[src/logic/osc_select_pkg.sv]
package osc_select_pkg;

  // Oscillator configuration options, fixed by the configuration straps.
  typedef enum logic [1:0] {
    CFG_EXT_FAST_CRYSTAL = 2'b00,
    CFG_EXT_RC_OSC       = 2'b01,
    CFG_INT_FAST_RC      = 2'b10,
    CFG_FAST_RC_WATCH    = 2'b11
  } osc_mode_t;

  // Frequency choice of the internal fast RC oscillator.
  typedef enum logic [1:0] {
    FAST_RC_4MHZ  = 2'b00,
    FAST_RC_8MHZ  = 2'b01,
    FAST_RC_12MHZ = 2'b10
  } fast_rc_freq_t;

  // System clock source as seen by the clock gate.
  typedef enum logic [2:0] {
    SRC_EXT_FAST_CRYSTAL = 3'b000,
    SRC_EXT_RC_OSC       = 3'b001,
    SRC_INT_FAST_RC      = 3'b010,
    SRC_WATCH_CRYSTAL    = 3'b011
  } sysclk_src_t;

  // Switch sequencer states.
  typedef enum logic [1:0] {
    SW_RUN      = 2'b00,
    SW_GATE_OFF = 2'b01,
    SW_SETTLE   = 2'b10
  } switch_state_t;

  typedef struct packed {
    osc_mode_t     mode;
    fast_rc_freq_t fast_rc_freq;
    logic          slow_rc_disable;
  } osc_cfg_t;

  typedef struct packed {
    logic ext_fast_crystal;
    logic ext_rc_osc;
    logic int_fast_rc;
    logic watch_crystal_osc;
    logic int_slow_rc;
  } osc_en_t;

  typedef struct packed {
    logic osc_in_pin_used;
    logic osc_out_pin_used;
    logic port_a_bit5_io;
    logic port_a_bit6_io;
  } pin_use_t;

  // Register map, byte addresses.
  localparam logic [11:0] ADDR_SYSTEM_CONTROL_FIRST = 12'h000;
  localparam logic [11:0] ADDR_CLOCK_STATUS         = 12'h004;

  // Field positions in the first system control register.
  localparam int          BIT_SLOW_SYSCLK_SELECT     = 0;
  localparam int          BIT_WATCH_XTAL_POWER_SAVE  = 1;
  localparam logic        RST_SLOW_SYSCLK_SELECT     = 1'b0;
  localparam logic        RST_WATCH_XTAL_POWER_SAVE  = 1'b0;

  // Field positions in the clock status register.
  localparam int          ST_SRC_LSB   = 0;
  localparam int          ST_GATE      = 3;
  localparam int          ST_BUSY      = 4;
  localparam int          ST_SLEEP     = 5;
  localparam int          ST_EN_LSB    = 8;
  localparam int          ST_MODE_LSB  = 16;
  localparam int          ST_FREQ_LSB  = 18;
  localparam int          ST_SLOWDIS   = 20;

  // Cycles the switch sequencer spends in SW_GATE_OFF between two sources.
  localparam int          GATE_GAP_CYCLES = 2;

endpackage : osc_select_pkg

[src/logic/sysclk_switch.sv]
// Break-before-make sequencer for the system clock source.
module sysclk_switch
  import osc_select_pkg::*;
#(
  parameter int GAP = GATE_GAP_CYCLES
) (
  input  wire logic pclk,
  input  wire logic presetn,
  input  wire logic ce,
  input  wire logic want_slow,
  output logic      active_slow,
  output logic      gate_en,
  output logic      busy
);

  localparam int CW = $clog2(GAP + 1);

  switch_state_t   state;
  switch_state_t   next_state;
  logic [CW-1:0]   gap_cnt;
  wire             gap_done = (gap_cnt == CW'(GAP - 1));
  wire             mismatch = (want_slow != active_slow);

  // The old source is gated off first; only after the gap does the new one take over.
  always_comb begin
    next_state = state;
    case (state)
      SW_RUN:      if (mismatch) next_state = SW_GATE_OFF;
      SW_GATE_OFF: if (gap_done) next_state = SW_SETTLE;
      SW_SETTLE:   next_state = SW_RUN;
      default:     next_state = SW_RUN;
    endcase
  end

  // State, gap counter and the committed source advance together.
  always_ff @(posedge pclk or negedge presetn) begin
    if (!presetn) begin
      state       <= SW_RUN;
      gap_cnt     <= '0;
      active_slow <= 1'b0;
    end else if (ce) begin
      state   <= next_state;
      gap_cnt <= (state == SW_GATE_OFF) ? gap_cnt + 1'b1 : '0;
      if (state == SW_GATE_OFF && gap_done) begin
        active_slow <= want_slow;
      end
    end
  end

  // The gate reopens only in the run state, so no runt pulse can leak out.
  assign gate_en = (state == SW_RUN) && !mismatch;
  assign busy    = (state != SW_RUN) || mismatch;

  // Source may only change while the gate has been shut for the whole gap.
  a_source_change_gated: assert property (@(posedge pclk) disable iff (!presetn)
    $changed(active_slow) |-> $past(state) == SW_GATE_OFF && !$past(gate_en))
    else $error("clock source changed while gate open");

endmodule : sysclk_switch

[src/logic/system_oscillator_select.sv]
module system_oscillator_select
  import osc_select_pkg::*;
(
  input  wire logic          pclk,
  input  wire logic          presetn,
  input  wire logic          ce,
  // APB slave.
  input  wire logic          psel,
  input  wire logic          penable,
  input  wire logic          pwrite,
  input  wire logic [11:0]   paddr,
  input  wire logic [31:0]   pwdata,
  output logic               pready,
  output logic [31:0]        prdata,
  output logic               pslverr,
  // Configuration straps and power mode requests.
  input  wire osc_cfg_t      cfg_straps,
  input  wire logic          halt_req,
  input  wire logic          wake_req,
  // Oscillator control and clock routing.
  output osc_en_t            osc_en,
  output fast_rc_freq_t      fast_rc_freq,
  output logic               watch_xtal_power_save,
  output pin_use_t           pin_use,
  output sysclk_src_t        sysclk_src,
  output logic               sysclk_gate_en,
  output logic               watchdog_clk_slow_rc,
  output logic               watchdog_clk_watch,
  output logic               time_base_clk_watch,
  output logic               sleeping
);

  // Straps are caught once after reset release, never through the reset itself.
  osc_cfg_t cfg;
  logic     cfg_valid;

  always_ff @(posedge pclk or negedge presetn) begin
    if (!presetn) begin
      cfg       <= '{mode: CFG_EXT_FAST_CRYSTAL, fast_rc_freq: FAST_RC_4MHZ, slow_rc_disable: 1'b0};
      cfg_valid <= 1'b0;
    end else if (ce && !cfg_valid) begin
      cfg       <= cfg_straps;
      cfg_valid <= 1'b1;
    end
  end

  // APB decode; the slave answers in the access cycle, with wait states only while ce is low.
  wire        apb_access  = psel && penable && ce;
  wire        hit_ctrl    = (paddr == ADDR_SYSTEM_CONTROL_FIRST);
  wire        hit_status  = (paddr == ADDR_CLOCK_STATUS);
  wire        hit_any     = hit_ctrl || hit_status;
  wire        wr_ctrl     = apb_access && pwrite && hit_ctrl;
  wire        rd_strobe   = apb_access && !pwrite;

  // Control register bits.
  logic       slow_sysclk_select;
  logic       power_save;

  // Both bits are plain read/write and clear at reset.
  always_ff @(posedge pclk or negedge presetn) begin
    if (!presetn) begin
      slow_sysclk_select <= RST_SLOW_SYSCLK_SELECT;
      power_save         <= RST_WATCH_XTAL_POWER_SAVE;
    end else if (wr_ctrl) begin
      slow_sysclk_select <= pwdata[BIT_SLOW_SYSCLK_SELECT];
      power_save         <= pwdata[BIT_WATCH_XTAL_POWER_SAVE];
    end
  end

  // The power save bit only trims crystal current; it gates nothing.
  assign watch_xtal_power_save = power_save;

  // Configuration decode.
  wire        mode_crystal = (cfg.mode == CFG_EXT_FAST_CRYSTAL);
  wire        mode_ext_rc  = (cfg.mode == CFG_EXT_RC_OSC);
  wire        mode_fast_rc = (cfg.mode == CFG_INT_FAST_RC) || (cfg.mode == CFG_FAST_RC_WATCH);
  wire        has_watch    = (cfg.mode == CFG_FAST_RC_WATCH);

  // Slow select only counts in the fast RC plus watch crystal configuration.
  wire        want_slow    = slow_sysclk_select && has_watch;

  // Sleep state: entered by halt, left by any wake source.
  always_ff @(posedge pclk or negedge presetn) begin
    if (!presetn) begin
      sleeping <= 1'b0;
    end else if (ce) begin
      if (wake_req) begin
        sleeping <= 1'b0;
      end else if (halt_req && cfg_valid) begin
        sleeping <= 1'b1;
      end
    end
  end

  // Break-before-make source switch between fast RC and watch crystal.
  logic       active_slow;
  logic       sw_gate_en;
  logic       sw_busy;

  sysclk_switch #(
    .GAP (GATE_GAP_CYCLES)
  ) u_switch (
    .pclk        (pclk),
    .presetn     (presetn),
    .ce          (ce),
    .want_slow   (want_slow),
    .active_slow (active_slow),
    .gate_en     (sw_gate_en),
    .busy        (sw_busy)
  );

  // Next oscillator enables; fast sources stop in sleep and once slow mode has taken over.
  osc_en_t    next_osc_en;
  assign next_osc_en.ext_fast_crystal  = cfg_valid && mode_crystal && !sleeping;
  assign next_osc_en.ext_rc_osc        = cfg_valid && mode_ext_rc && !sleeping;
  assign next_osc_en.int_fast_rc       = cfg_valid && mode_fast_rc && !sleeping && !active_slow;
  assign next_osc_en.watch_crystal_osc = cfg_valid && has_watch;
  assign next_osc_en.int_slow_rc       = cfg_valid && !cfg.slow_rc_disable;

  // Pin ownership for each configuration.
  pin_use_t   next_pin_use;
  assign next_pin_use.osc_in_pin_used  = cfg_valid && (mode_crystal || mode_ext_rc || has_watch);
  assign next_pin_use.osc_out_pin_used = cfg_valid && (mode_crystal || has_watch);
  assign next_pin_use.port_a_bit5_io   = !next_pin_use.osc_out_pin_used;
  assign next_pin_use.port_a_bit6_io   = !next_pin_use.osc_in_pin_used;

  // Source routing for the system clock gate.
  sysclk_src_t next_src;
  assign next_src = mode_crystal ? SRC_EXT_FAST_CRYSTAL :
                    mode_ext_rc  ? SRC_EXT_RC_OSC :
                    active_slow  ? SRC_WATCH_CRYSTAL : SRC_INT_FAST_RC;

  // The gate closes in sleep and during any source change.
  wire        next_gate = cfg_valid && !sleeping && sw_gate_en;

  // Watchdog clock routing prefers the slow RC and falls back to the crystal; the time base takes the crystal only while the crystal is enabled.
  wire        next_wdt_slow  = next_osc_en.int_slow_rc;
  wire        next_wdt_watch = !next_osc_en.int_slow_rc && next_osc_en.watch_crystal_osc;
  wire        next_tb_watch  = next_osc_en.watch_crystal_osc;

  // All clock controls leave from flip-flops so the analogue side sees no decode glitches.
  always_ff @(posedge pclk or negedge presetn) begin
    if (!presetn) begin
      osc_en               <= '0;
      pin_use              <= '{osc_in_pin_used: 1'b0, osc_out_pin_used: 1'b0,
                                port_a_bit5_io: 1'b1, port_a_bit6_io: 1'b1};
      sysclk_src           <= SRC_EXT_FAST_CRYSTAL;
      sysclk_gate_en       <= 1'b0;
      fast_rc_freq         <= FAST_RC_4MHZ;
      watchdog_clk_slow_rc <= 1'b0;
      watchdog_clk_watch   <= 1'b0;
      time_base_clk_watch  <= 1'b0;
    end else if (ce) begin
      osc_en               <= next_osc_en;
      pin_use              <= next_pin_use;
      sysclk_src           <= next_src;
      sysclk_gate_en       <= next_gate;
      fast_rc_freq         <= cfg.fast_rc_freq;
      watchdog_clk_slow_rc <= next_wdt_slow;
      watchdog_clk_watch   <= next_wdt_watch;
      time_base_clk_watch  <= next_tb_watch;
    end
  end

  // Read data; reserved bits read as zero and an unmapped address reads zero with an error.
  logic [31:0] ctrl_word;
  logic [31:0] status_word;

  always_comb begin
    ctrl_word = '0;
    ctrl_word[BIT_SLOW_SYSCLK_SELECT]    = slow_sysclk_select;
    ctrl_word[BIT_WATCH_XTAL_POWER_SAVE] = power_save;
    status_word = '0;
    status_word[ST_SRC_LSB +: 3]  = sysclk_src;
    status_word[ST_GATE]          = sysclk_gate_en;
    status_word[ST_BUSY]          = sw_busy;
    status_word[ST_SLEEP]         = sleeping;
    status_word[ST_EN_LSB +: 5]   = osc_en;
    status_word[ST_MODE_LSB +: 2] = cfg.mode;
    status_word[ST_FREQ_LSB +: 2] = cfg.fast_rc_freq;
    status_word[ST_SLOWDIS]       = cfg.slow_rc_disable;
  end

  wire [31:0] rd_mux = hit_ctrl ? ctrl_word : hit_status ? status_word : '0;

  // Read data is registered at the setup edge and held until the next read.
  always_ff @(posedge pclk or negedge presetn) begin
    if (!presetn) begin
      prdata <= '0;
    end else if (psel && !penable && ce && !pwrite) begin
      prdata <= rd_mux;
    end
  end

  // The clock enable freezes the bus too, so pready drops while it is low.
  assign pready  = ce;
  assign pslverr = psel && penable && !hit_any;

  a_power_save_reset: assert property (@(posedge pclk)
    $rose(presetn) |-> !watch_xtal_power_save)
    else $error("power save bit not clear after reset");

  a_ctrl_write_lands: assert property (@(posedge pclk) disable iff (!presetn)
    wr_ctrl |=> watch_xtal_power_save == $past(pwdata[BIT_WATCH_XTAL_POWER_SAVE]))
    else $error("power save bit did not take written value");

  a_watch_runs_asleep: assert property (@(posedge pclk) disable iff (!presetn)
    ce && sleeping && has_watch ##1 ce |-> osc_en.watch_crystal_osc && !osc_en.int_fast_rc)
    else $error("sleep oscillator state wrong");

  a_sleep_gate_off: assert property (@(posedge pclk) disable iff (!presetn)
    sleeping && ce |=> !sysclk_gate_en)
    else $error("system clock running in sleep");

  a_fast_pins_free: assert property (@(posedge pclk) disable iff (!presetn)
    cfg_valid && cfg.mode == CFG_INT_FAST_RC && ce |=> pin_use.port_a_bit5_io && pin_use.port_a_bit6_io)
    else $error("fast RC mode claimed an oscillator pin");

  a_ext_rc_pins: assert property (@(posedge pclk) disable iff (!presetn)
    cfg_valid && mode_ext_rc && ce |=> pin_use.port_a_bit5_io && !pin_use.port_a_bit6_io)
    else $error("external RC pin use wrong");

  a_slow_stops_fast: assert property (@(posedge pclk) disable iff (!presetn)
    active_slow && ce |=> !osc_en.int_fast_rc && sysclk_src == SRC_WATCH_CRYSTAL)
    else $error("fast RC not stopped in slow mode");

  a_slow_ignored: assert property (@(posedge pclk) disable iff (!presetn)
    !has_watch |-> !active_slow)
    else $error("slow mode taken without watch crystal");

  a_switch_deadline: assert property (@(posedge pclk) disable iff (!presetn)
    $rose(want_slow) && ce ##1 ce[*4] |-> active_slow || !want_slow)
    else $error("source switch did not complete");

  a_slow_rc_option: assert property (@(posedge pclk) disable iff (!presetn)
    cfg_valid && cfg.slow_rc_disable && ce |=> !osc_en.int_slow_rc && !watchdog_clk_slow_rc)
    else $error("slow RC running although disabled");

  a_watch_mode_free: assert property (@(posedge pclk) disable iff (!presetn)
    cfg_valid && has_watch && ce |=> osc_en.watch_crystal_osc)
    else $error("watch crystal stopped");

  // The clock enable holds every register, the bus read data included.
  a_ce_freeze_state: assert property (@(posedge pclk) disable iff (!presetn)
    !ce |=> $stable(osc_en) && $stable(sysclk_gate_en) && $stable(sleeping) && $stable(prdata))
    else $error("state moved while clock enable low");

  // A crystal on the pins takes both of them from port A.
  a_crystal_pins: assert property (@(posedge pclk) disable iff (!presetn)
    cfg_valid && mode_crystal && ce |=> pin_use.osc_in_pin_used && pin_use.osc_out_pin_used)
    else $error("crystal pins not claimed");

  // The fast RC frequency follows the strap once the straps are caught.
  a_fast_rc_freq: assert property (@(posedge pclk) disable iff (!presetn)
    cfg_valid && ce |=> fast_rc_freq == $past(cfg.fast_rc_freq))
    else $error("fast RC frequency differs from strap");

  // A pin held by the timing network is never handed to port A as well.
  a_pins_exclusive: assert property (@(posedge pclk) disable iff (!presetn)
    !(pin_use.osc_in_pin_used && pin_use.port_a_bit6_io) &&
    !(pin_use.osc_out_pin_used && pin_use.port_a_bit5_io))
    else $error("pin claimed twice");

  // The watch crystal claims both oscillator pins.
  a_watch_pins: assert property (@(posedge pclk) disable iff (!presetn)
    cfg_valid && has_watch && ce |=> pin_use.osc_in_pin_used && pin_use.osc_out_pin_used)
    else $error("watch crystal pins not claimed");

  // Low-power mode only trims current, so the crystal keeps its enable.
  a_power_save_passive: assert property (@(posedge pclk) disable iff (!presetn)
    cfg_valid && has_watch && watch_xtal_power_save && ce |=> osc_en.watch_crystal_osc)
    else $error("power save stopped the watch crystal");

  // Halt without a wake request puts the block to sleep on the next edge.
  a_halt_enters_sleep: assert property (@(posedge pclk) disable iff (!presetn)
    halt_req && !wake_req && cfg_valid && ce |=> sleeping)
    else $error("halt did not enter sleep");

  // A wake request always ends sleep, even against a pending halt.
  a_wake_ends_sleep: assert property (@(posedge pclk) disable iff (!presetn)
    wake_req && ce |=> !sleeping)
    else $error("wake did not leave sleep");

  // The time base keeps its crystal clock while the system clock is off.
  a_watch_in_sleep: assert property (@(posedge pclk) disable iff (!presetn)
    sleeping && has_watch && ce |=> time_base_clk_watch && osc_en.watch_crystal_osc)
    else $error("time base lost its clock in sleep");

  // The watchdog never gets two clock sources at once.
  a_wdt_one_source: assert property (@(posedge pclk) disable iff (!presetn)
    !(watchdog_clk_slow_rc && watchdog_clk_watch))
    else $error("watchdog routed to two clocks");

  // Without the slow RC the watchdog falls back to the watch crystal.
  a_wdt_fallback: assert property (@(posedge pclk) disable iff (!presetn)
    cfg_valid && cfg.slow_rc_disable && has_watch && ce |=> watchdog_clk_watch)
    else $error("watchdog fallback clock missing");

  // The slow RC keeps clocking the watchdog, in sleep too.
  a_slow_rc_runs: assert property (@(posedge pclk) disable iff (!presetn)
    cfg_valid && !cfg.slow_rc_disable && ce |=> osc_en.int_slow_rc && watchdog_clk_slow_rc)
    else $error("slow RC not clocking the watchdog");

  // Sleep stops every fast oscillator.
  a_sleep_fast_off: assert property (@(posedge pclk) disable iff (!presetn)
    sleeping && ce |=> !osc_en.ext_fast_crystal && !osc_en.ext_rc_osc && !osc_en.int_fast_rc)
    else $error("fast oscillator running in sleep");

  // Outside slow mode both fast RC setups run the system from the fast RC.
  a_src_fast_rc: assert property (@(posedge pclk) disable iff (!presetn)
    cfg_valid && mode_fast_rc && !active_slow && ce |=> sysclk_src == SRC_INT_FAST_RC)
    else $error("fast RC not selected as system clock");

  // The gate stays shut for as long as the sequencer reports a switch.
  a_gate_shut_busy: assert property (@(posedge pclk) disable iff (!presetn)
    sw_busy && ce |=> !sysclk_gate_en)
    else $error("gate open during a source switch");

  // Control read data shows both bits as they stood at the setup edge.
  a_ctrl_read_back: assert property (@(posedge pclk) disable iff (!presetn)
    rd_strobe && hit_ctrl && $past(ce) |-> prdata[BIT_SLOW_SYSCLK_SELECT] == slow_sysclk_select &&
      prdata[BIT_WATCH_XTAL_POWER_SAVE] == watch_xtal_power_save)
    else $error("control read data wrong");

  // A write to the status word is refused and leaves the control bits alone.
  a_status_write_ignored: assert property (@(posedge pclk) disable iff (!presetn)
    apb_access && pwrite && hit_status |=> $stable(watch_xtal_power_save))
    else $error("status write changed a control bit");

endmodule : system_oscillator_select

[config.mk]
export PLATFORM = sky130hd
export DESIGN_NAME = system_oscillator_select
export DESIGN_NICKNAME = d
export VERILOG_FILES = /design/src/logic/osc_select_pkg.sv /design/src/logic/sysclk_switch.sv /design/src/logic/system_oscillator_select.sv
export SDC_FILE = /design/constraint.sdc
export NUM_CORES = 1
export LEC_CHECK = 0
export ABC_AREA = 1
export BUFFER_PORTS_ARGS = -buffer_cell sky130_fd_sc_hd__clkbuf_2
export CORE_ASPECT_RATIO = 1.75
export CORE_MARGIN = 5
export CORE_UTILIZATION = 48
export CTS_BUF_LIST = sky130_fd_sc_hd__clkbuf_16
export DETAILED_ROUTE_END_ITERATION = 7
export PLACE_DENSITY = 0.94
export SLEW_MARGIN = 20
export SYNTH_ARGS = -nofsm -noshare
export SYNTH_HDL_FRONTEND = slang
export SYNTH_SLANG_ARGS = --single-unit
[constraint.sdc]
create_clock -name pclk -period 3.6 [get_ports pclk]
set_clock_uncertainty 0.05 [all_clocks]
set_input_delay 0 -clock pclk [delete_from_list [all_inputs] [get_ports pclk]]
set_output_delay 0 -clock pclk [all_outputs]
set_load 0.005 [all_outputs]
After elaboration in Yosys (flattened, before gate mapping)
Cells that the tools add are included.

word-level totals
  register bits after elaboration = 62
  input bits = 57
  output and inout port bits = 54

operators by class
  add/subtract/negate cells = 1
  equality and inequality tests = 9
  muxes and demuxes = 11
  reduce and logical (&&, ||, !) cells = 52

operator list
  cell                                                   number
  two-way mux 21 bit                                     2
  logical AND 1 bit                                      27
  equality test 12 x 3 -> 1 bit (second input constant)  1
  logical NOT 12 bit                                     1
  logical NOT 1 bit                                      11
  two-way mux 2 bit                                      5
  equality test 2 x 1 -> 1 bit (second input constant)   3
  logical OR 1 bit                                       6
  equality test 2 bit (second input constant)            2
  logical NOT 2 bit                                      2
  != test 2 x 1 -> 1 bit (second input constant)         2
  case mux 2 bit (2 select lines)                        1
  AND reduction 2 bit                                    2
  nonzero test 2 bit                                     2
  two-way mux 1 bit                                      3
  AND reduction 3 bit                                    1
  adder 2 x 1 -> 2 bit (second input constant)           1
  != test 1 bit                                          1

Logic depth before layout (Yosys ltp)
Gate-level depths: netlist (run 1).

  word-level depth = 6
  gate-level depth with buffers = 9
  gate-level depth less buffers = 8

Cells and area by module
A second synthesis (run 1) with hierarchy kept.

second synthesis, totals
  cells, all modules = 242
  area, all modules = 2138.3 µm²

by module, submodules not included
  module                    times used  cells each  area an instance (µm²)
  system_oscillator_select  1           209         1866.8
  sysclk_switch             1           33          271.5

Worst setup path after synthesis (run 1)
No wires, ideal clock.

  path kind = register to register
  start point = register cfg[3] (netlist bit)
  end point = register u_switch.state[0]
  setup time = 0.130 ns
  data arrival time = 1.023 ns
  required time = 3.420 ns
  setup slack = 2.397 ns
  cell stages (with the launch flop) = 8
  path buffers = 0
  period minus slack after synthesis = 1.203 ns
  cells stage by stage = dfrtp_1 -> ha_1 -> nand2_1 -> inv_1 -> nand2_1 -> nand3_1 -> nand3_1 -> o211ai_1

between the ends
  longest elaborated chain between the ends = 5

RTL lines
  element                                  line                            RTL
  from (decl)                              system_oscillator_select.sv:34  osc_cfg_t cfg;
  from (signal assigned)                   system_oscillator_select.sv:39  cfg <= '{mode: CFG_EXT_FAST_CRYSTAL, fast_rc_freq: FAST_RC_4MHZ, slow_rc_disable: 1'b0};
  from (signal assigned)                   system_oscillator_select.sv:42  cfg <= cfg_straps;
  equality test 2 bit                      system_oscillator_select.sv:77  wire has_watch = (cfg.mode == CFG_FAST_RC_WATCH);
  logical AND 1 bit                        system_oscillator_select.sv:80  wire want_slow = slow_sysclk_select && has_watch;
  != test 1 bit                            sysclk_switch.sv:22             wire mismatch = (want_slow != active_slow);
  != test 2 x 1 -> 1 bit (no source line)  n/a
  AND reduction 3 bit (no source line)     n/a
  to (signal assigned)                     sysclk_switch.sv:42             state <= next_state;
  to (decl)                                sysclk_switch.sv:18             switch_state_t state;

Every way passes these cells.
A chain may end at the register's enable or synchronous reset.

Worst setup path after layout (run 1)
  start point = register cfg_valid
  end point = register sleeping

between the ends
  longest elaborated chain between the ends = 3

RTL lines
  element                               line                            RTL
  from (decl)                           system_oscillator_select.sv:35  logic cfg_valid;
  from (signal assigned)                system_oscillator_select.sv:40  cfg_valid <= 1'b0;
  from (signal assigned)                system_oscillator_select.sv:43  cfg_valid <= 1'b1;
  logical AND 1 bit                     system_oscillator_select.sv:89  end else if (halt_req && cfg_valid) begin
  nonzero test 2 bit (no source line)   n/a
  AND reduction 2 bit (no source line)  n/a
  to (signal assigned)                  system_oscillator_select.sv:85  sleeping <= 1'b0;
  to (signal assigned)                  system_oscillator_select.sv:88  sleeping <= 1'b0;
  to (signal assigned)                  system_oscillator_select.sv:90  sleeping <= 1'b1;
  to (decl)                             system_oscillator_select.sv:30  output logic sleeping

Every way passes these cells.

==> flow_results.org, run 1 <==
** Clocking
- In this run the post-CTS setup repair buffer count came out at 0.
- TritonCTS clock tree :: done
- Buffers from clock root to sink, at most :: 2
- Clock net sink count :: 44
- Clock tree synthesis inserted a total of 5 buffers.
- Clock network latency to the later pin of the worst-skew pair :: 280 ps
- Cells resized by post-CTS repair :: 0
- Clock transition at the registers of the reported paths :: 60 ps
- Count of H-tree levels built during CTS :: 2
- Post-CTS Hold Buffers :: 10
- CTS root buf :: sky130_fd_sc_hd__clkbuf_16

** Power
- Highest ir drop seen on vdd :: 523 uV
- Power density over the cells :: 469 nW/um^2
- Leak :: 0.00151 uW

** Final layout
- The area growth from synthesis to layout is 23.8%.
- Layout cell share with drive strength beyond 1 :: 26.0%
- The net count of the finished layout is 369.
- Number of antenna cells inserted :: 0
- Fin cells :: 359
- Final non-filler cell area :: 2620 um^2

** Die
- After floorplanning, the core was divided into 32 placement rows.
- Die Area :: 5880 um^2
- Die width :: 60.2 um
- Pin placement for this block handled 111 I/O pins.
- The floorplan step set the die height to 97.8 um.
- For this configuration, the core starts out at a cell density of 48.9%.
- Area of the core region :: 4320 um^2

** Route
- Total length of routed wires :: 4800 um
- For this run, the detailed router's first-pass iteration total came to 4.
- Post-DR wirelength/cell :: 13.4 um
- The final route contains 1759 vias.
- In this run, the number of DRC markers left after iteration 0 of detailed routing was 64.
- After detailed routing, the number of remaining DRC violations is 0.
- In this run the remaining antenna-violating nets after routing total 0.
- After detailed routing, the number of vias per cell comes to 4.90.

** Timing
- Measured against its own limit, the worst slew margin works out to 64.3%.
- The number of slew-limit violations in the final report was 0.
- In the finished design, the share of the clock period the worst path needs comes to 42.7%.
- Worst-case setup margin in the final layout :: 2060 ps
- In the final timing run, aggregate negative setup slack is 0 ps.
- For the finished layout, the period the worst path requires is 1540 ps.
- Static timing analysis puts the maximum clock frequency at 651 MHz.
- Final Setup Violations :: 0
- Unrepaired setup endpoints after global routing :: false
- The final hold violation count came to 0.
- Slew at the pin with the worst max-slew slack :: 536 ps

** Yosys
- Distinct cells, synth :: 27
- The mapped netlist covers 2110 um^2.
- Post-synthesis area per instance :: 8.92 um^2
- After synthesis, flip-flops and latches occupy 52.2% of the total area.
- Synth warnings :: 0
- Synthesis inferred 44 register bits.
- Gate count of the mapped netlist :: 237

** Global routing
- Across every metal layer, demand over resource in global routing totals 18.1%.
- Via count of the first global-routing pass :: 1787
- Global-route wire length before repair :: 8200 um
- Overflow left after global routing :: 0
- The number of antenna violations at the first check in global routing is 0.
- Entering global routing, the biggest net connects 45 pins.

** Critical path
- Crit path launch type :: flip-flop
- The most critical setup path has its startpoint at cfg_valid.
- WP data arrival :: 1700 ps
- The critical path is of the flip-flop to flip-flop type.
- In this run the critical register-to-register path is launched from cfg_valid.
- Required time at the endpoint of the critical path :: 3770 ps
- Largest fanout of any net on the critical path :: 6
- The worst setup path is captured at a flip-flop.

** Run status
- Result of the run :: completed

** Placement
- HPWL after detailed placement :: 3400 um
- Routability-driven placement congestion ratio :: 0.790
- Area post-placement :: 2350 um^2
- Count of buffers inserted at the top-level ports :: 62
- Worst Setup Slack post-DPL :: 2180 ps
- The number of placed instances, taps included, is 341.

** Min path
- The worst hold path begins at penable.
- Type of the tightest min-delay check :: input port to flip-flop

** Flow run
- Max-cap check violation count :: 0
[cell usage in the layout (no fill, tap or decap), types with 2 or more instances in the layout]
master,synthesis,routed
sky130_fd_sc_hd__nand2_1,82,82
sky130_fd_sc_hd__clkbuf_2,0,61
sky130_fd_sc_hd__dfrtp_1,42,42
sky130_fd_sc_hd__inv_1,19,20
sky130_fd_sc_hd__conb_1,1,18
sky130_fd_sc_hd__nor2_1,14,14
sky130_fd_sc_hd__o21ai_0,13,13
sky130_fd_sc_hd__dlygate4sd3_1,0,10
sky130_fd_sc_hd__nand3_1,9,9
sky130_fd_sc_hd__ha_1,5,5
sky130_fd_sc_hd__clkbuf_16,0,5
sky130_fd_sc_hd__a21oi_1,4,4
sky130_fd_sc_hd__a32o_1,3,3
sky130_fd_sc_hd__nor2_2,2,2
sky130_fd_sc_hd__nor2_4,2,2
sky130_fd_sc_hd__mux2_2,2,2
sky130_fd_sc_hd__o21a_1,2,2
sky130_fd_sc_hd__dfstp_2,2,2
[per-layer routing]
metal	GRT usage, %	routed length (um)	up-vias
met3	3.70	254	10
met1	20.8	1790	846
met4	7.85	112	0
met5	0	0	-
met2	31.1	2640	56
li1	-	-	847
[flip-flops by register name (all words and copies together) (netlist names)]
register               count
osc_en                     3
watchdog_clk_watch         1
time_base_clk_watch        1
u_switch.active_slow       1
u_switch.gap_cnt           2
sysclk_gate_en             1
fast_rc_freq               2
slow_sysclk_select         1
cfg                        5
sysclk_src                 2
watchdog_clk_slow_rc       1
prdata                    15
sleeping                   1
watch_xtal_power_save      1
u_switch.state             2
pin_use                    4
cfg_valid                  1
[worst paths after layout]
path	to	cells after the start	slack (ps)
setup / recovery	sleeping	5	2060
hold / removal	slow_sysclk_select	5	150
setup reg to reg	sleeping	5	2060
hold reg to reg	fast_rc_freq[0]	2	420
max in group asynchronous	pin_use[0]	2	2920
min in group asynchronous	prdata[5]	2	200
[cell type report]
type	count	area (um^2)
multi-input cells	164	797
inverters	20	75.1
well taps	51	63.8
clock inverters	3	38.8
clock buffers	5	125
fillers	351	1710
flip-flops and latches	44	1100
repair buffers	72	413
[synth_stat cells, drive strengths merged]
library cell   n  area, um^2
clkinv         1        3.75
a22oi          1        7.51
nand4          1        21.3
nand3          9        45.0
conb           1        3.75
nand2         84         325
o21a           2        15.0
o31ai          1        7.51
buf           26         201
dfrtp         42        1050
ha             5        62.6
o211ai         1        7.51
o22ai          1        6.26
a32o           3        30.0
mux2           2        22.5
a21oi          4        20.0
o21ai         13        65.1
and2           1        6.26
dfstp          2        52.6
inv           19        71.3
nor2          18        87.6
[kinds of logic (layout without fill, tap and decap cells)]
logic type	Yosys count	after routing	share of synthesized area (%)
AND/OR/NAND/NOR	113	113	23.0
multiplexers	2	2	1.07
flip-flops	44	44	52.2
buffers and inverters	46	100	13.1
other	1	18	0.177
adder cells (fa/ha/maj)	5	5	2.96
AO/OA/AOI/OAI	26	26	7.52
[metrics by stage]
step	utilization [%]	total power [uW]	hold slack, ps
global route	60.5	1290	193
CTS	60.4	1230	149
detailed placement	54.3	725	155
floorplan	-	674	-346
global placement	54.3	712	149
finish	60.5	1230	147
[power breakdown]
part	internal, uW	switching, uW
clock	323	174
combinational	67.5	97.4
sequential	534	31.7
total	924	304
[worst max-delay path, stage by stage (launching register included)]
cell and delay, ps:
sky130_fd_sc_hd__dfrtp_1 350, sky130_fd_sc_hd__nand2_1 60, sky130_fd_sc_hd__inv_1 190, sky130_fd_sc_hd__nand2_1 90
sky130_fd_sc_hd__a22oi_1 160, sky130_fd_sc_hd__dlygate4sd3_1 580
Note: power is estimated with default switching activity, not from simulation.
==> run 2: changes to the inputs <==
- CORE_UTILIZATION: 48 -> 45
- PLACE_DENSITY: 0.94 -> 0.9
- clock period: 3.6 -> 1.6 ns (I/O delays scaled with it)
==> run 2 against run 1 <==
Effect of this change:
- sequential share of layout area hardly changed
- clock power grew 89%
- non-clock buffer count is 4 higher
- utilization down 3.9 points
- flip-flop and latch count stayed put
- via count decreased by 2.2%
- worst hold slack got worse by 50 ps
- design area about the same
- sequential power grew 120%
==> flow_results.org, run 2 (synthesis gave the netlist of run 1 again) <==
** Critical path
- R2R Path Start :: cfg_valid
- The endpoint identified for the worst register-to-register timing path is sleeping.
- Required time at the endpoint of the critical path :: 1770 ps
- The largest individual stage delay along the critical path comes from the cell sky130_fd_sc_hd__dlygate4sd3_1.
- In this design, the stage delay of the slowest critical-path cell is 560 ps.
- Of all nets on the critical path, the largest fanout is 6.
- The critical path contains buffers and inverters numbering 2 combined.
- The worst register-to-register path has a depth of 5.
- At the worst endpoint, the arrival time is 1610 ps.
- Critical path's most frequent cell :: sky130_fd_sc_hd__nand2_1
- Element type at the critical path end :: flip-flop
- R2R Setup Slk :: 160 ps
- CP top delay family :: buffers and inverters
- The critical path goes through nand2_1 > inv_1 > nand2_1 > a22oi_1 > dlygate4sd3_1.
- The worst setup path is launched from a flip-flop.
- Type of the worst setup path :: flip-flop to flip-flop

** Clocking
- After clock tree synthesis, the repair step resized 0 gates.
- Clock net sink count :: 44
- TritonCTS clock tree :: done
- Count of H-tree levels built during CTS :: 2
- The tree is rooted in a sky130_fd_sc_hd__clkbuf_16.
- Number of buffers added for setup after CTS :: 0
- Clock latency on the worst-skew pair, taken at its later pin, is 280 ps.
- Cts bufs inserted :: 5
- Post-CTS Hold Buffers :: 10
- Buffers from clock root to sink, at most :: 2
- Clock-pin slew was measured on the worst setup and hold paths at 60 ps.

** Placement
- Once placement finished, the instance area stood at 2380 um^2.
- Count of buffers inserted at the top-level ports :: 62
- Routability-driven placement congestion ratio :: 0.811
- Summed over all nets, the half-perimeter wirelength after detailed placement is 3500 um.

** Final layout
- Largest register by flop count :: prdata
- Cells with a size suffix above 1 make up 26.3% of the layout.
- The number of antenna diodes in the final layout is 0.
- Most common library cell in the layout ignoring fill and taps :: sky130_fd_sc_hd__nand2_1
- The register with the most flip-flops in the layout has 15 of them.
- Final non-filler cell area :: 2620 um^2
- Net count reported at finish :: 373
- In the layout the commonest cells are sky130_fd_sc_hd__nand2_1 (82), sky130_fd_sc_hd__clkbuf_2 (62), sky130_fd_sc_hd__dfrtp_1 (42).
- Summing all flip-flop and latch instances after layout gives 1100 um^2.
- Multi-input gate area in the final layout :: 797 um^2
- In the final layout, the registers with the most flip-flops are prdata x15, cfg x5, pin_use x4.
- Area growth, synth to finish :: 23.9%
- Counting the fill cells in the layout gives 402.

** Timing
- Derived from the worst setup path, the maximum achievable clock frequency is 694 MHz.
- Final count of hold timing violations :: 0
- Hold timing on the final database bottoms out at a slack of 97.1 ps.
- Final Setup Violations :: 0
- Slew at the pin with the worst max-slew slack :: 534 ps
- Relative slew margins :: 64.4%
- Unrepaired setup endpoints after global routing :: false
- Period Utilization, post-route :: 90.1%
- Accumulated negative setup slack :: 0 ps
- Time the worst path needs with I/O delays and setup :: 1440 ps
- The number of slew-limit violations in the final report was 0.

** Min path
- The worst hold path was traced through 2 stages.
- Endpoint, Worst Hold :: u_switch.gap_cnt[1]
- In this run the worst hold path is classified as input port to flip-flop.
- HP Start :: ce

** Power
- Power density over the cells :: 984 nW/um^2
- Leak :: 0.00151 uW
- Total Power Consumption :: 2570 uW
- Highest ir drop seen on vdd :: 941 uV

** Route
- Total length of routed wires :: 4600 um
- First-pass iteration count of the detailed router :: 5
- Detailed routing inserted a total of 1721 vias.
- After the first detailed-routing iteration, the DRC count stood at 42.
- Drt via density :: 4.73
- In this run the remaining antenna-violating nets after routing total 0.
- Count of unresolved DRC violations after routing :: 0
- After detailed routing, the average wire length per cell comes to 12.6 um.

** Die
- For this configuration, the core starts out at a cell density of 45.7%.
- The die covers 6220 um^2.
- The die is 101 um tall.
- Row generation in the floorplan step produced 33 rows.
- Top-level I/O count :: 111
- Area of the core region :: 4620 um^2
- Die width :: 61.8 um

** Global routing
- Via count of the first global-routing pass :: 1678
- Global Route Usage Sum :: 16.2%
- Maximum number of pins on one net before global-route repair :: 45
- Overflow left after global routing :: 0
- Number of antenna violations at the first check in global routing :: 0
- The first global-routing pass estimated 7490 um of wire.

** Flow run
- Max-cap check violation count :: 0

** Run status
- The run finished with clean final reports.
run 2: cell count changes in the layout (fill, tap and decap cells not counted):
| cell | change |
|---|---|
| sky130_fd_sc_hd__buf_4 | +3 |
| sky130_fd_sc_hd__bufinv_16 | -1 |
| sky130_fd_sc_hd__clkbuf_2 | +1 |
| sky130_fd_sc_hd__clkinv_1 | +1 |
| sky130_fd_sc_hd__clkinv_2 | -1 |
| sky130_fd_sc_hd__inv_1 | +1 |
run 2: per-layer routing:
metal,global-route usage (%),share of wire (%),vias up
li1,-,-,857
met3,3.85,5.8,10
met2,28.3,56,52
met4,6.86,2.7,0
met5,0,0,-
met1,17.8,35,802
run 2: final cells by class:
cell class	instances	area share [%]
well taps	52	2.49
clock inverters	3	0.430
flip-flops and latches	44	42.2
repair buffers	76	16.8
clock buffers	5	4.78
inverters	20	2.87
multi-input cells	164	30.4
run 2: how the worst max path moves through the flow:
stage	startpoint	end	slack (ps)	depth (start not counted)
2_1_floorplan	cfg[3]	u_switch.state[0]	400	7
3_3_place_gp	cfg[3]	u_switch.state[0]	280	7
3_5_place_dp	cfg[3]	u_switch.state[0]	270	7
4_1_cts	cfg_valid	sleeping	170	5
5_1_grt	cfg_valid	sleeping	40	5
6_report	cfg_valid	sleeping	160	5
run 2: power by group:
group          total (uW)  switching (uW)  internal [uW]  leakage [uW]
clock                 939             379            561     0.0000738
sequential           1270            65.3           1200      0.000555
combinational         369             215            155      0.000883
total                2570             658           1920       0.00151
run 2: metrics by stage:
| step | setup WS (ps) | util (%) | std cells |
|---|---|---|---|
| 2_1_floorplan | 397 | - | 254 |
| 3_3_place_gp | 284 | 51.5 | 346 |
| 3_5_place_dp | 271 | 51.5 | 346 |
| 4_1_cts | 174 | 56.6 | 364 |
| 5_1_grt | 41.9 | 56.6 | 364 |
| 6_report | 159 | 56.6 | 364 |
==> run 3: changes to the inputs <==
==> constraint.sdc (replaced) <==
create_clock -name pclk -period 1.6 [get_ports pclk]
set_clock_uncertainty 0.05 [all_clocks]
set_input_delay 0.32 -clock pclk [delete_from_list [all_inputs] [get_ports pclk]]
set_output_delay 0.32 -clock pclk [all_outputs]
set_load 0.005 [all_outputs]
==> run 3 against run 2 <==
Effect of this change:
- clock power up 22%
- routed wire length up 0.43%
- non-clock buffer count down 8
- largest cell class unchanged
- final cell count down 2.2%
- highest routed layer unchanged
- global-route usage about the same
- register-to-register slack better by 80 ps
==> flow_results.org, run 3 (synthesis gave the netlist of run 1 again) <==
** Power
- Power density over the cells :: 1070 nW/um^2
- Total Power Consumption :: 2770 uW
- Sequential cells account for 45.7% of the total power.
- Highest ir drop seen on vdd :: 965 uV
- In this run, the clock network consumes 41.4% of the power.
- Cell Int Power :: 2080 uW
- Summed over all cells, the static leakage comes to 0.00149 uW.
- Proportion of total power due to net switching :: 25.0%
- Power share of the combinational group :: 13.0%
- Switching power summed over all nets :: 691 uW

** Timing
- Setup repair after global routing left no endpoint under its margin.
- Setup violations remaining at the end of the flow were counted as 0.
- Number of max-slew violations in the final report :: 0
- For the pin with the worst max-slew slack, the measured transition is 562 ps.
- The final hold violation count was 0.
- Time the worst path needs with I/O delays and setup :: 1450 ps
- In the final timing run, aggregate negative setup slack is 0 ps.
- Dividing the final minimum period by the clock period gives 90.6%.
- Relative slew margins :: 62.6%
- Timing would allow up to 690 MHz.

** Final layout
- Final non-filler cell area :: 2580 um^2
- The sequential cells in the finished layout cover a total of 1100 um^2.
- Cells fill 55.8% of the core in the end.
- Largest register by flop count :: prdata
- Number of flip-flops under the largest register name :: 15
- The area growth from synthesis to layout is 22.0%.
- The final layout contains 365 nets.
- Fin cells :: 356
- Commonest cells after routing, fill and taps aside :: sky130_fd_sc_hd__nand2_1 (82), sky130_fd_sc_hd__clkbuf_2 (62), sky130_fd_sc_hd__dfrtp_1 (42)
- In the final layout, the share of cells above drive strength 1 is 28.3%.
- Largest registers :: prdata x15, cfg x5, pin_use x4
- Summing all multi-input logic gate instances after layout gives 797 um^2.
- Most common library cell in the layout ignoring fill and taps :: sky130_fd_sc_hd__nand2_1
- The number of antenna diodes in the final layout is 0.
- Filler cells :: 422

** Clocking
- Clock net sink count :: 44
- TritonCTS built the clock tree.
- The clock passes through at most 2 buffers.
- Count of H-tree levels built during CTS :: 2
- Clock transition at the registers of the reported paths :: 60 ps
- TritonCTS created 5 clock buffers.
- The later pin in the worst-skew pair is clocked with a latency of 280 ps.
- The root buffer cell chosen for the clock tree is sky130_fd_sc_hd__clkbuf_16.

** Critical path
- Element type at the critical path end :: output pin
- The worst register-to-register path has a setup slack of 240 ps.
- Required time at the endpoint of the critical path :: 1230 ps
- STA classifies the critical path startpoint as an input port.
- Type of the worst setup path :: input port to output pin
- In this run the worst path has a maximum fanout of 5.
- WP data arrival :: 1080 ps

** Die
- 111 I/O pins were placed.
- Initial core utilization :: 45.7%
- Die width :: 61.8 um
- Die Area :: 6220 um^2
- The floorplan has 33 rows.
- The die is 101 um tall.
- Area of the core region :: 4620 um^2

** Global routing
- Maximum number of pins on one net before global-route repair :: 25
- The number of global-route vias before repair was 1720.
- The first global-routing pass estimated 7470 um of wire.
- Summed over all layers, the global routing overflow is 0.
- Across every metal layer, demand over resource in global routing totals 16.1%.
- The number of antenna violations at the first check in global routing was 0.

** Placement
- Area post-placement :: 2400 um^2
- Routability-driven placement finished with a final weighted congestion of 0.815.
- After detailed placement, the design holds a cell count of 347.
- In this run the tool buffered the top-level ports with 62 buffer cells.
- HPWL after detailed placement :: 3520 um

** Flow run
- Max-cap check violation count :: 0

** Route
- Detailed routing inserted a total of 1703 vias.
- Drt via density :: 4.78
- In this run the remaining antenna-violating nets after routing total 0.
- Summed over all layers, the routed wires come to 4620 um.
- First-pass iteration count of the detailed router :: 4
- In this run, the number of DRC markers left after iteration 0 of detailed routing was 58.
- Count of unresolved DRC violations after routing :: 0
- Post-DR wirelength/cell :: 13.0 um

** Min path
- Type of the tightest min-delay check :: input port to flip-flop

** Run status
- Result of the run :: completed
[run 3: cell count changes in the layout (fill, tap and decap cells not counted), sizes merged]
cell,delta
dlygate4sd3,-9
buf,+1
bufinv,+1
clkinvlp,+1
inv,-2
[run 3: critical path, cell delays in order]
cell and delay [ps]:
sky130_fd_sc_hd__clkbuf_2 90, sky130_fd_sc_hd__nor2_2 100, sky130_fd_sc_hd__nand2_2 80, sky130_fd_sc_hd__nor2_4 180, sky130_fd_sc_hd__nand2_4 80, sky130_fd_sc_hd__nand3_1 70
sky130_fd_sc_hd__a21oi_1 40, sky130_fd_sc_hd__clkbuf_2 120
[run 3: path summary, 6_finish.rpt]
path                             from                    end  cells past startpoint
setup / recovery             paddr[9]                pslverr                      8
hold / removal               wake_req               sleeping                      2
setup reg to reg               cfg[3]      u_switch.state[0]                      7
hold reg to reg            pin_use[0]             pin_use[0]                      2
max in group asynchronous     presetn  watch_xtal_power_save                      3
min in group asynchronous     presetn              prdata[5]                      2
[run 3: area by class of cell]
cell class                 count  area share [%]
sequential                    44            42.8
multi-input combinational    164            30.9
timing repair buffer          68            14.4
clock buffer                   5            4.85
inverter                      20            2.91
tap                           52            2.52
clock inverter                 3            1.65
[run 3: power groups by stage]
stage	Combinational [uW]	Sequential (uW)	Clock [uW]
after floorplan	246	1270	0
after global placement	338	1280	0
after detailed placement	355	1290	0
after CTS	363	1270	1170
after global routing	411	1270	1230
final	360	1260	1150
[run 3: timing repair]
action / 4_1_cts / 5_1_grt
hold buffers: 1 / 0
setup buffers: 0 / 0
resized for setup: 0 / 0
hold endpoints to repair: 18 / 0
[run 3: metrics by stage]
stage	worst slack [ps]	hold slack, ps
after floorplan	397	-25.6
after global placement	169	267
after detailed placement	145	280
after CTS	145	205
after global routing	85.0	217
final	151	203
[run 3: routing by layer]
layer	up-vias	part of all wire, %	track usage [%]
met5	-	0	0
met4	0	2.5	8.17
met3	10	4.8	3.21
met2	51	57	28.3
met1	801	35	17.3
li1	841	-	-
